$ cat config.mk
export PLATFORM = sky130hd
export DESIGN_NAME = mfp_top
export DESIGN_NICKNAME = d
export VERILOG_FILES = /design/src/mfp_pkg.sv /design/src/mfp_top.sv
export VERILOG_INCLUDE_DIRS = /design/src /design/src/src
export SDC_FILE = /design/constraint.sdc
export NUM_CORES = 1
export LEC_CHECK = 0
export BUFFER_PORTS_ARGS = -buffer_cell sky130_fd_sc_hd__buf_2
export CELL_PAD_IN_SITES_DETAIL_PLACEMENT = 1
export CELL_PAD_IN_SITES_GLOBAL_PLACEMENT = 1
export CORE_MARGIN = 8
export CORE_UTILIZATION = 47
export CTS_CLUSTER_SIZE = 40
export DETAILED_ROUTE_END_ITERATION = 10
export MAX_ROUTING_LAYER = met4
export PLACE_DENSITY = 0.82
export SLEW_MARGIN = 20
export SYNTH_ARGS = -nofsm -noshare
export SYNTH_HDL_FRONTEND = slang
export SYNTH_HIERARCHICAL = 1
export SYNTH_SLANG_ARGS = --single-unit
$ cat constraint.sdc
create_clock -name core_clk -period 7.1 [get_ports core_clk]
set_input_delay 0.71 -clock core_clk [delete_from_list [all_inputs] [get_ports core_clk]]
set_output_delay 0.71 -clock core_clk [all_outputs]
set_load 0.02 [all_outputs]
$ cat src/mfp_map.svh
// register map, field positions and timing constants of the fault-protection block
`ifndef MFP_MAP_SVH
`define MFP_MAP_SVH
`define MFP_ADDR_W 8
`define MFP_ADDR_CTRL 8'h00
`define MFP_ADDR_DEV 8'h04
`define MFP_ADDR_SUP 8'h08
`define MFP_ADDR_THERM 8'h0C
`define MFP_HSIZE_WORD 3'h2
`define MFP_CTRL_W 12
`define MFP_CTRL_RST 12'h009
`define MFP_C_OCPM 2:0
`define MFP_C_OTSDM 4:3
`define MFP_C_REFEN 5
`define MFP_C_OTWEN 6
`define MFP_C_DEG 8:7
`define MFP_C_BLANK 10:9
`define MFP_C_THR 11
`define MFP_C_CLR 12
`define MFP_OCPM_SLOW 3'h0
`define MFP_OCPM_FAST 3'h1
`define MFP_OCPM_LATCH 3'h2
`define MFP_OCPM_REPORT 3'h3
`define MFP_OCPM_OFF 3'h7
`define MFP_OTSDM_FAST 2'h1
`define MFP_CLK_KHZ 25000
`define MFP_DEG_NS 1000
`define MFP_BLANK_NS 200
`define MFP_DEG_CYC ((`MFP_DEG_NS * `MFP_CLK_KHZ + 999999) / 1000000)
`define MFP_BLANK_CYC ((`MFP_BLANK_NS * `MFP_CLK_KHZ + 999999) / 1000000)
`define MFP_FAST_RETRY_MS 5
`define MFP_SLOW_RETRY_MS 10
`define MFP_SLEEP_US 100
`define MFP_WAKE_US 100
`define MFP_RST_US 20
`endif

$ cat src/mfp_pkg.sv
// types of the fault-protection block
package mfp_pkg;
   typedef enum logic [1:0] {
      ST_ACT,
      ST_LOW,
      ST_SLEEP,
      ST_WAKE
   } mfp_pwr_type;
endpackage

$ cat src/mfp_top.sv
// fault-protection and power-mode controller with its retry timers
`timescale 1ns/1ps
`default_nettype none
`include "mfp_map.svh"

module mfp_retry #(
   parameter int W = 20
) (
   // clock and control
   input wire logic clk,
   input wire logic nrst,
   input wire logic ce,
   // trigger, holding condition, interval
   input wire logic trig,
   input wire logic hold,
   input wire logic [W-1:0] lim,
   // state
   output logic active,
   output logic done
);
   logic [W-1:0] cnt_r;
   always_ff @(posedge clk) begin
      if (!nrst) begin
         active <= 1'b0;
         done <= 1'b0;
         cnt_r <= '0;
      end else if (ce) begin
         done <= 1'b0;
         if (trig) begin
            active <= 1'b1;
            cnt_r <= '0;
         end else if (active) begin
            if (hold) begin
               cnt_r <= '0;
            end else if (cnt_r >= lim - W'(1)) begin
               active <= 1'b0;
               done <= 1'b1;
               cnt_r <= '0;
            end else begin
               cnt_r <= cnt_r + W'(1);
            end
         end
      end
   end
endmodule

module mfp_top
   import mfp_pkg::*;
#(
   parameter int unsigned FAST_RETRY_CYC = `MFP_FAST_RETRY_MS * `MFP_CLK_KHZ,
   parameter int unsigned SLOW_RETRY_CYC = `MFP_SLOW_RETRY_MS * `MFP_CLK_KHZ,
   parameter int unsigned SLEEP_CYC = `MFP_SLEEP_US * `MFP_CLK_KHZ / 1000,
   parameter int unsigned WAKE_CYC = `MFP_WAKE_US * `MFP_CLK_KHZ / 1000,
   parameter int unsigned RST_CYC = `MFP_RST_US * `MFP_CLK_KHZ / 1000,
   parameter int NFET = 6
) (
   // clock, reset, enable
   input wire logic core_clk,
   input wire logic nrst,
   input wire logic ce,
   // ahb-lite slave
   input wire logic hsel,
   input wire logic [31:0] haddr,
   input wire logic [1:0] htrans,
   input wire logic hwrite,
   input wire logic [2:0] hsize,
   input wire logic [31:0] hwdata,
   input wire logic hready,
   output logic [31:0] hrdata,
   output logic hreadyout,
   output logic hresp,
   // straps
   input wire logic hw_variant_in,
   input wire logic mode_pin_in,
   // comparators, pwm and sleep pin
   input wire logic sense_ref_low_flag_in,
   input wire logic pump_low_flag_in,
   input wire logic [NFET-1:0] ocp_in,
   input wire logic otw_in,
   input wire logic thermal_shutdown_flag_in,
   input wire logic [NFET-1:0] pwm_in,
   input wire logic sleep_in_n,
   // power enables and overcurrent threshold select
   output logic fet_en,
   output logic cp_en,
   output logic csa_en,
   output logic ldo_en,
   output logic spi_en,
   output logic overcurrent_threshold_sel,
   // open-drain fault pin
   output logic fault_out_n_o,
   output logic fault_out_n_oe
);
   localparam int RW = 20;
   logic [`MFP_CTRL_W-1:0] ctrl_r;
   logic clr_cmd_r, rst_pulse_r, clr;
   logic hw_r, strap_done_r;
   logic wr_pend_r;
   logic [`MFP_ADDR_W-1:0] wr_addr_r;
   logic [31:0] rd_mux;
   mfp_pwr_type st_r;
   logic [RW-1:0] pcnt_r;
   logic [NFET-1:0] pwm_q_r, ocp_evt, ocp_set, fet_ocp_r;
   logic [7:0] blank_cnt_r, deg_lim, blank_lim;
   logic [7:0] deg_cnt_r [NFET];
   logic blanking, acc;
   logic [2:0] ocpm;
   logic [1:0] otsdm;
   logic ref_cond, otw_rep, retry_mode, ocp_hold;
   logic csa_act, cp_act, thermal_shutdown_flag_act, ocp_act, ocp_done;
   logic fault_r, uv_r, ocp_r, ot_r;
   logic run, pin_hold, fault_any;

   // strap capture after reset release
   always_ff @(posedge core_clk) begin
      if (!nrst) begin
         hw_r <= 1'b0;
         strap_done_r <= 1'b0;
      end else if (ce && !strap_done_r) begin
         hw_r <= hw_variant_in;
         strap_done_r <= 1'b1;
      end
   end

   // effective configuration
   assign ocpm = hw_r ? `MFP_OCPM_FAST : ctrl_r[`MFP_C_OCPM];
   assign otsdm = hw_r ? `MFP_OTSDM_FAST : ctrl_r[`MFP_C_OTSDM];
   assign ref_cond = !hw_r && ctrl_r[`MFP_C_REFEN] && sense_ref_low_flag_in;
   assign otw_rep = !hw_r && ctrl_r[`MFP_C_OTWEN];
   assign deg_lim = hw_r ? 8'(`MFP_DEG_CYC) :
                    8'(`MFP_DEG_CYC * (int'(ctrl_r[`MFP_C_DEG]) + 1));
   assign blank_lim = hw_r ? 8'(`MFP_BLANK_CYC) :
                      8'(`MFP_BLANK_CYC * (int'(ctrl_r[`MFP_C_BLANK]) + 1));
   assign retry_mode = (ocpm == `MFP_OCPM_SLOW) || (ocpm == `MFP_OCPM_FAST);
   assign clr = clr_cmd_r || rst_pulse_r;

   // ahb-lite slave, zero wait states
   assign acc = hsel && hready && htrans[1];
   always_comb begin
      rd_mux = 32'h0;
      case (haddr[`MFP_ADDR_W-1:0])
         `MFP_ADDR_CTRL: rd_mux[`MFP_CTRL_W-1:0] = ctrl_r;
         `MFP_ADDR_DEV: rd_mux = {18'h0, fet_ocp_r, 3'h0, st_r == ST_SLEEP,
                                  ot_r, ocp_r, uv_r, fault_r};
         `MFP_ADDR_SUP: rd_mux = {30'h0, cp_act, csa_act};
         `MFP_ADDR_THERM: rd_mux = {30'h0, thermal_shutdown_flag_act, otw_in};
         default: rd_mux = 32'h0;
      endcase
   end

   always_ff @(posedge core_clk) begin
      if (!nrst) begin
         hrdata <= 32'h0;
         hreadyout <= 1'b1;
         hresp <= 1'b0;
         wr_pend_r <= 1'b0;
         wr_addr_r <= '0;
      end else if (ce) begin
         hreadyout <= 1'b1;
         hresp <= 1'b0;
         wr_pend_r <= acc && hwrite && hsize == `MFP_HSIZE_WORD;
         wr_addr_r <= haddr[`MFP_ADDR_W-1:0];
         hrdata <= (acc && !hwrite) ? rd_mux : 32'h0;
      end
   end

   always_ff @(posedge core_clk) begin
      if (!nrst) begin
         ctrl_r <= `MFP_CTRL_RST;
         clr_cmd_r <= 1'b0;
      end else if (ce) begin
         clr_cmd_r <= 1'b0;
         if (wr_pend_r && wr_addr_r == `MFP_ADDR_CTRL) begin
            ctrl_r <= hwdata[`MFP_CTRL_W-1:0];
            clr_cmd_r <= hwdata[`MFP_C_CLR];
         end
      end
   end

   // sleep pin sequencing
   always_ff @(posedge core_clk) begin
      if (!nrst) begin
         st_r <= ST_ACT;
         pcnt_r <= '0;
         rst_pulse_r <= 1'b0;
      end else if (ce) begin
         rst_pulse_r <= 1'b0;
         case (st_r)
            ST_ACT: begin
               pcnt_r <= '0;
               if (!sleep_in_n) st_r <= ST_LOW;
            end
            ST_LOW: begin
               if (sleep_in_n) begin
                  rst_pulse_r <= pcnt_r < RW'(RST_CYC);
                  st_r <= ST_ACT;
               end else if (pcnt_r >= RW'(SLEEP_CYC - 1)) begin
                  st_r <= ST_SLEEP;
               end else begin
                  pcnt_r <= pcnt_r + RW'(1);
               end
            end
            ST_SLEEP: begin
               pcnt_r <= '0;
               if (sleep_in_n) st_r <= ST_WAKE;
            end
            ST_WAKE: begin
               if (!sleep_in_n) begin
                  st_r <= ST_LOW;
                  pcnt_r <= '0;
               end else if (pcnt_r >= RW'(WAKE_CYC - 1)) begin
                  st_r <= ST_ACT;
               end else begin
                  pcnt_r <= pcnt_r + RW'(1);
               end
            end
            default: st_r <= ST_ACT;
         endcase
      end
   end

   // pwm edge blanking
   always_ff @(posedge core_clk) begin
      if (!nrst) begin
         pwm_q_r <= '0;
         blank_cnt_r <= 8'h0;
      end else if (ce) begin
         pwm_q_r <= pwm_in;
         if (|(pwm_in ^ pwm_q_r)) blank_cnt_r <= blank_lim;
         else if (blank_cnt_r != 8'h0) blank_cnt_r <= blank_cnt_r - 8'h1;
      end
   end
   assign blanking = (|(pwm_in ^ pwm_q_r)) || blank_cnt_r != 8'h0;

   // per-fet deglitch
   for (genvar gi = 0; gi < NFET; gi++) begin : g_deg
      always_ff @(posedge core_clk) begin
         if (!nrst) begin
            deg_cnt_r[gi] <= 8'h0;
         end else if (ce) begin
            if (!ocp_in[gi] || blanking) deg_cnt_r[gi] <= 8'h0;
            else if (deg_cnt_r[gi] != deg_lim) deg_cnt_r[gi] <= deg_cnt_r[gi] + 8'h1;
         end
      end
      assign ocp_evt[gi] = ocp_in[gi] && !blanking && deg_cnt_r[gi] == deg_lim - 8'h1;
   end
   assign ocp_set = (ocpm == `MFP_OCPM_OFF) ? '0 : ocp_evt;
   assign ocp_hold = !retry_mode && (|ocp_in);

   // retry timers
   mfp_retry #(.W(RW)) u_ref (
      .clk(core_clk), .nrst(nrst), .ce(ce), .trig(ref_cond), .hold(ref_cond),
      .lim(RW'(FAST_RETRY_CYC)), .active(csa_act), .done());
   mfp_retry #(.W(RW)) u_cp (
      .clk(core_clk), .nrst(nrst), .ce(ce), .trig(pump_low_flag_in), .hold(pump_low_flag_in),
      .lim(RW'(FAST_RETRY_CYC)), .active(cp_act), .done());
   mfp_retry #(.W(RW)) u_ot (
      .clk(core_clk), .nrst(nrst), .ce(ce), .trig(thermal_shutdown_flag_in), .hold(thermal_shutdown_flag_in),
      .lim(otsdm == `MFP_OTSDM_FAST ? RW'(FAST_RETRY_CYC) : RW'(SLOW_RETRY_CYC)),
      .active(thermal_shutdown_flag_act), .done());
   mfp_retry #(.W(RW)) u_ocp (
      .clk(core_clk), .nrst(nrst), .ce(ce), .trig(retry_mode && (|ocp_set)),
      .hold(1'b0),
      .lim(ocpm == `MFP_OCPM_FAST ? RW'(FAST_RETRY_CYC) : RW'(SLOW_RETRY_CYC)),
      .active(ocp_act), .done(ocp_done));

   // status flags, set wins over clear
   always_ff @(posedge core_clk) begin
      if (!nrst) begin
         fet_ocp_r <= '0;
      end else if (ce) begin
         if ((retry_mode && ocp_done) || (!retry_mode && clr && !(|ocp_in)))
            fet_ocp_r <= ocp_set;
         else
            fet_ocp_r <= fet_ocp_r | ocp_set;
      end
   end

   always_ff @(posedge core_clk) begin
      if (!nrst) begin
         fault_r <= 1'b0;
         uv_r <= 1'b0;
         ocp_r <= 1'b0;
         ot_r <= 1'b0;
      end else if (ce) begin
         if (ref_cond || pump_low_flag_in || (|ocp_set) || thermal_shutdown_flag_in) fault_r <= 1'b1;
         else if (clr && !ocp_hold) fault_r <= 1'b0;
         if (ref_cond || pump_low_flag_in) uv_r <= 1'b1;
         else if (clr) uv_r <= 1'b0;
         if (|ocp_set) ocp_r <= 1'b1;
         else if (clr && !ocp_hold) ocp_r <= 1'b0;
         if (otw_in || thermal_shutdown_flag_in) ot_r <= 1'b1;
         else if (clr && !otw_in) ot_r <= 1'b0;
      end
   end

   // outputs
   assign run = st_r == ST_ACT || st_r == ST_LOW;
   assign pin_hold = (st_r == ST_LOW && pcnt_r >= RW'(RST_CYC)) || st_r == ST_WAKE;
   assign fault_any = st_r != ST_SLEEP && (csa_act || cp_act || thermal_shutdown_flag_act ||
                      (|fet_ocp_r) || (otw_in && otw_rep) || pin_hold);

   always_ff @(posedge core_clk) begin
      if (!nrst) begin
         fet_en <= 1'b0;
         cp_en <= 1'b0;
         csa_en <= 1'b0;
         ldo_en <= 1'b0;
         spi_en <= 1'b0;
         overcurrent_threshold_sel <= 1'b0;
         fault_out_n_o <= 1'b0;
         fault_out_n_oe <= 1'b0;
      end else if (ce) begin
         fet_en <= run && !cp_act && !thermal_shutdown_flag_act &&
                   !((|fet_ocp_r) && ocpm != `MFP_OCPM_REPORT);
         cp_en <= st_r != ST_SLEEP && !cp_act && !thermal_shutdown_flag_act;
         csa_en <= run && !csa_act;
         ldo_en <= st_r != ST_SLEEP;
         spi_en <= st_r != ST_SLEEP;
         overcurrent_threshold_sel <= hw_r ? mode_pin_in : ctrl_r[`MFP_C_THR];
         fault_out_n_o <= 1'b0;
         fault_out_n_oe <= fault_any;
      end
   end

   // checks
   chk_ref_sense_off: assert property (@(posedge core_clk) disable iff (!nrst || !ce)
      csa_act |=> !csa_en) else $error("sense amps on during reference low");
   chk_pump_fet_off: assert property (@(posedge core_clk) disable iff (!nrst || !ce)
      cp_act |=> !fet_en && !cp_en) else $error("driver on during pump low");
   chk_uv_hold: assert property (@(posedge core_clk) disable iff (!nrst || !ce)
      uv_r && !clr |=> uv_r) else $error("undervoltage bit dropped without clear");
   chk_uv_clear: assert property (@(posedge core_clk) disable iff (!nrst || !ce)
      clr && !ref_cond && !pump_low_flag_in |=> !uv_r) else $error("undervoltage bit not cleared");
   chk_ocp_off_mode: assert property (@(posedge core_clk) disable iff (!nrst || !ce)
      ocpm == `MFP_OCPM_OFF && !ocp_r |=> !ocp_r) else $error("overcurrent set while off");
   chk_blank_ignore: assert property (@(posedge core_clk) disable iff (!nrst || !ce)
      blanking |-> ocp_evt == '0) else $error("overcurrent taken during blanking");
   chk_thermal_shutdown_flag_off: assert property (@(posedge core_clk) disable iff (!nrst || !ce)
      thermal_shutdown_flag_act |=> !fet_en && !cp_en && fault_out_n_oe) else $error("shutdown not applied");
   chk_sleep_off: assert property (@(posedge core_clk) disable iff (!nrst || !ce)
      st_r == ST_SLEEP |=> !ldo_en && !spi_en && !fet_en) else $error("supplies on in sleep");
   chk_wake_hold: assert property (@(posedge core_clk) disable iff (!nrst || !ce)
      $rose(st_r == ST_WAKE) |=> fault_out_n_oe [*2]) else $error("fault pin free on wake");
   chk_report_drive: assert property (@(posedge core_clk) disable iff (!nrst || !ce)
      ocpm == `MFP_OCPM_REPORT && run && !cp_act && !thermal_shutdown_flag_act && (|fet_ocp_r)
      |=> fet_en && fault_out_n_oe) else $error("report mode stopped driver");
endmodule
`default_nettype wire

; Yosys cells after proc, flatten, opt, wreduce, memory -nomap -nowiden
; Memory sizes are Yosys's and may differ from the RTL's.
; Cells that the tools add are included.
[word_totals]
reg_bits = 194
out_inout_bits = 42
mem_bits_rw = 48
mem_count = 1
input_bits = 94
word_cells = 340
[classes]
n_bitwise = 14
multipliers = 2
muxes = 129
n_reduce_logical = 109
n_addsub = 17
n_eq_ne = 29
n_lt_le_gt_ge = 7
[mem_list]
columns = name, words, width, rd, rd_ports_with_merged_regs, write_ports, line_no
row1 = deg_cnt_r, 6, 8, 6, 0, 6, mfp_top.sv:105  ; logic [7:0] deg_cnt_r [NFET];
[ops]
columns = cell, n
row1 = $mux 20, 15
row2 = $mux 8, 15
row3 = $add 20x1->20 const B, 5
row4 = $mux 1, 81
row5 = $pmux 20 s3, 1
row6 = $add 8x1->8 const B, 6
row7 = $eq 8x8->1, 6
row8 = $ne 8x8->1, 6
row9 = $pmux 12 s4, 1
row10 = $ge 20x17->1 const B, 2
row11 = $ge 20x20->1, 2
row12 = $logic_and 1x1->1, 39
row13 = $sub 18x1->19 const B, 2
row14 = $mux 18, 2
row15 = $mux 32, 1
row16 = $reduce_or 6->1, 4
row17 = $reduce_and 2->1, 11
row18 = $logic_or 1x1->1, 21
row19 = $ge 20x12->1 const B, 1
row20 = $ge 20x9->1 const B, 1
row21 = $lt 20x9->1 const B, 1
row22 = $logic_not 1->1, 18
row23 = $mux 6, 3
row24 = $reduce_bool 2->1, 9
row25 = other kinds (26), 54

; Depth between registers and ports, before layout
[logic_depth]
ltp_word = 12
ltp_mapped = 22
depth_no_buf = 17

; Modules after synthesis
; Netlist, hierarchy kept.
[by_module_without_submodules]
columns = mod, n_inst, seq_area_each_um2, cells_per_inst, area_each_um2
row1 = mfp_top, 1, 3263.1, 1075, 8989.9
row2 = mfp_retry at u_cp ..., 3, 440.4, 248, 2006.9
row3 = mfp_retry at u_ot, 1, 440.4, 235, 1919.3

; Least setup slack after synthesis
; No wires, ideal clock.
[synth_path]
path_kind = register -> register
startpoint = reg hw_r
endpoint = reg u_ocp.cnt_r[18]
setup_ns = 0.093
slack_ns = 1.988
arrival_time_ns = 5.019
stages_incl_launch_ff = 20
n_path_buf = 6
t_required_ns = 7.007
synth_period_minus_slack_ns = 5.112
cell_sequence = dfxtp_1 > clkbuf_1 > clkbuf_1 > buf_2 > buf_2 > buf_1 > a21oi_1 > inv_1 > or3_1 > nor4_2 > nand2_1 > xor2_1 > ha_1 > a21oi_1 > o21ai_0 > a221o_1 > a211oi_4 > buf_6 > nand4_1 > o311ai_2
[synth_via]
elab_chain_cells = 9
elab_cells_between_ends = 30
classes_between = add/sub: 2 / order compare: 1 / eq/ne: 8 / mux: 7 / reduce/logical: 12
[synth_lines]
columns = element, line_no
row1 = start: declaration, mfp_top.sv:97  ; logic hw_r, strap_done_r;
row2 = start signal: assignment, mfp_top.sv:120  ; hw_r <= hw_variant_in;
row3 = branches (longest 9 deep; another with $ge 20x20->1), n/a
row4 = end signal: assignment, mfp_top.sv:40  ; cnt_r <= cnt_r + W'(1);
row5 = end: declaration, mfp_top.sv:21  ; logic [W-1:0] cnt_r;
; Parallel ways; which one is timed is not known. The select of a mux whose other input is x is not followed.
; A chain may end at the register's enable or synchronous reset.

; Final worst setup path
[layout_path]
startpoint = reg ctrl_r[7]
endpoint = reg u_ocp.cnt_r[18]
[layout_via]
elab_chain_cells = 11
elab_cells_between_ends = 22
classes_between = add/sub: 2 / mul: 1 / eq/ne: 6 / mux: 3 / reduce/logical: 10
[layout_lines]
columns = element, line_no
row1 = start: declaration, mfp_top.sv:95  ; logic [`MFP_CTRL_W-1:0] ctrl_r;
row2 = start signal: assignment, mfp_top.sv:169  ; ctrl_r <= `MFP_CTRL_RST;
row3 = start signal: assignment, mfp_top.sv:174  ; ctrl_r <= hwdata[`MFP_CTRL_W-1:0];
row4 = $add 2x1->3 *, mfp_top.sv:131  ; 8'(`MFP_DEG_CYC * (int'(ctrl_r[`MFP_C_DEG]) + 1));
row5 = $mul 5x3->8 (no line) *, n/a
row6 = $mux 8 *, mfp_top.sv:130  ; assign deg_lim = hw_r ? 8'(`MFP_DEG_CYC) :
row7 = $sub 8x1->8 *, mfp_top.sv:245  ; assign ocp_evt[gi] = ocp_in[gi] && !blanking && deg_cnt_r[gi] == deg_lim - 8'h1;
row8 = $eq 8x8->1, mfp_top.sv:245
row9 = $logic_and 1x1->1, mfp_top.sv:245
row10 = $mux 6 *, mfp_top.sv:247  ; assign ocp_set = (ocpm == `MFP_OCPM_OFF) ? '0 : ocp_evt;
row11 = $reduce_or 6->1 *, mfp_top.sv:262  ; .clk(core_clk), .nrst(nrst), .ce(ce), .trig(retry_mode && (|ocp_set)),
row12 = $logic_and 1x1->1 *, mfp_top.sv:262
row13 = $reduce_bool 2->1 (no line), n/a
row14 = $reduce_and 2->1 (no line), n/a
; Every way passes the cells marked *; elsewhere a longest branch is shown, timed or not.

==> results.cfg <==
[flow_run]
timing.max_cap.violations = 0

[global_route]
grt_max_degree = 76
grt-ovfl-total = 0
antenna_found_initial = 5
grtUsageTotal_pct = 24.5
grt_pass1_vias = 16636
grt_pass1_wl_mm = 83.7

[setup_path]
crit_fanout = 23
critPathArrivalTime_ns = 6.01
cp-end-kind = flip-flop
cp.required_ns = 7.57
start_kind = flip-flop
worstSetupPathType = reg -> reg

[drt]
drtAntennaViolNets = 0
viasPerCell = 5.84
route.detailed.drc = 0
first_iter_violations = 1104
dr.pass1.iters = 6
drt_wl_total_mm = 51.2
routedWlPerCell_um = 18.7
vias = 15964

[cells_and_area]
drive_above_1_share_pct = 9.09
layout_commonest_cell = conb_1
mostFrequentLayoutCells = conb_1, nand2_1, nor2_1
nNetsFinal = 2447
area_growth_pct = 12.8
stdcell_count = 2732

[clock_tree]
clockBufferDepth = 3
cts_hold_buf = 0
post_cts.repair.setup_buffers = 0
cts.clk_slew.worst_paths_ns = 0.06
clock-sinks = 224
cts_tree = built
cts_buffers = 28
clock-root-buffer = clkbuf_16
clk_latency_ns = 0.57
ctsResizeCount = 0
htree_levels = 1

[logic_synthesis]
syn-cell-area_um2 = 16800
synthCells = 2042
avgSynthCellArea_um2 = 8.24
yosys_warnings = 6

[sta]
hold_viol = 0
tns_ns = 0
whs_ns = 0.396
rsz0062_at_grt = false
slew_headroom_pct = 30.9
worstMarginPinSlew_ns = 1.03
post-route-min-period_ns = 5.54
timing.fmax_ghz = 0.180
worst_clock_skew_ns = 0.0148
slew_violations = 0
post-route-period-util_pct = 78.1
finalSetupViolCount = 0

[outcome]
run_status = finished, final reports clean

[floorplanning]
ioPinCount = 136
start_util_pct = 47.5
die_y_um = 205
rows = 69
design.core.area_um2 = 35400
dieArea_um2 = 42100
fp.dieW_um = 205

[power]
p_total_mw = 3.06
p_per_area_nw_per_um2 = 161
leakage_nw = 7.27
swShare_pct = 26.4
internal_power_mw = 2.25
power_frac_seq_pct = 44.7
p_clk_share_pct = 45.9
comb_power_share_pct = 9.4
vdd_drop_max_mv = 0.170
netSwitchingPower_mw = 0.806

[placement]
dp_hpwl_mm = 37.6
dp.cells = 2677
gp_congestion = 0.877
io_buffers = 70

[min_path]
min-delay-path-class = in -> reg
[sequential cells by signal, summed over array words and instances, names as in the netlist, 6 cells and up, named ones only]
register	flops
wr_addr_r	8
fet_ocp_r	6
u_ref/cnt_r	20
u_ot/cnt_r	20
u_cp/cnt_r	20
u_ocp/cnt_r	20
hrdata	14
pcnt_r	20
deg_cnt_r	48
blank_cnt_r	8
ctrl_r	12
pwm_q_r	6
[worst max-delay path: stages (launching register included)]
cell	delay, ns
dfxtp_1	0.78
inv_2	0.28
ha_1	0.28
ha_1	0.68
nor2_1	0.19
a311oi_2	0.89
a21boi_0	0.22
nand4_1	0.16
nor4_1	0.09
nor4_1	0.40
nor2_1	0.16
nor2_1	0.26
nand3_1	0.18
nor2_1	0.15
buf_4	0.28
nand2_4	0.15
o311ai_2	0.26
[worst paths after layout]
check,start,slack (ns),depth (start not counted),endpoint
max,ctrl_r[7],1.56,16,u_ocp/cnt_r[18]
min,hwdata[0],0.40,3,ctrl_r[0]
max reg2reg,ctrl_r[7],1.56,16,u_ocp/cnt_r[18]
min reg2reg,hrdata[11],0.46,2,hrdata[11]
[layer usage]
| layer | vias up | part of all wire [%] | wire length [um] | global-route usage, % |
|---|---|---|---|---|
| li1 | 7642 | - | - | - |
| met1 | 7808 | 42 | 21700 | 29.2 |
| met2 | 402 | 49 | 25100 | 41.6 |
| met3 | 112 | 5.1 | 2630 | 3.57 |
| met4 | 0 | 3.4 | 1730 | 8.91 |
| met5 | - | 0 | 0 | - |
[power groups by stage]
stage | combinational (mW) | clock, mW | sequential [mW]
floorplan | 0.226 | 0 | 1.37
global placement | 0.262 | 0 | 1.39
detailed placement | 0.275 | 0 | 1.39
CTS | 0.279 | 1.43 | 1.36
global route | 0.320 | 1.48 | 1.37
finish | 0.288 | 1.40 | 1.36
[per-stage QoR]
step / utilization, % / cell area [um2] / setup WS [ns]
2_1_floorplan: - / 17600 / 1.99
3_3_place_gp: 51.0 / 18000 / 1.75
3_5_place_dp: 51.0 / 18000 / 1.54
4_1_cts: 53.5 / 18900 / 1.51
5_1_grt: 53.6 / 19000 / 1.19
6_report: 53.6 / 19000 / 1.56
[layout make-up]
cell class | instances | area (um2)
fillers | 4390 | 16400
multi-input cells | 1835 | 11800
flip-flops and latches | 224 | 4970
clock buffers | 39 | 793
well taps | 461 | 577
repair buffers | 88 | 493
inverters | 70 | 263
clock inverters | 10 | 108
diodes | 5 | 12.5
Note: power is estimated with default switching activity, not from simulation.
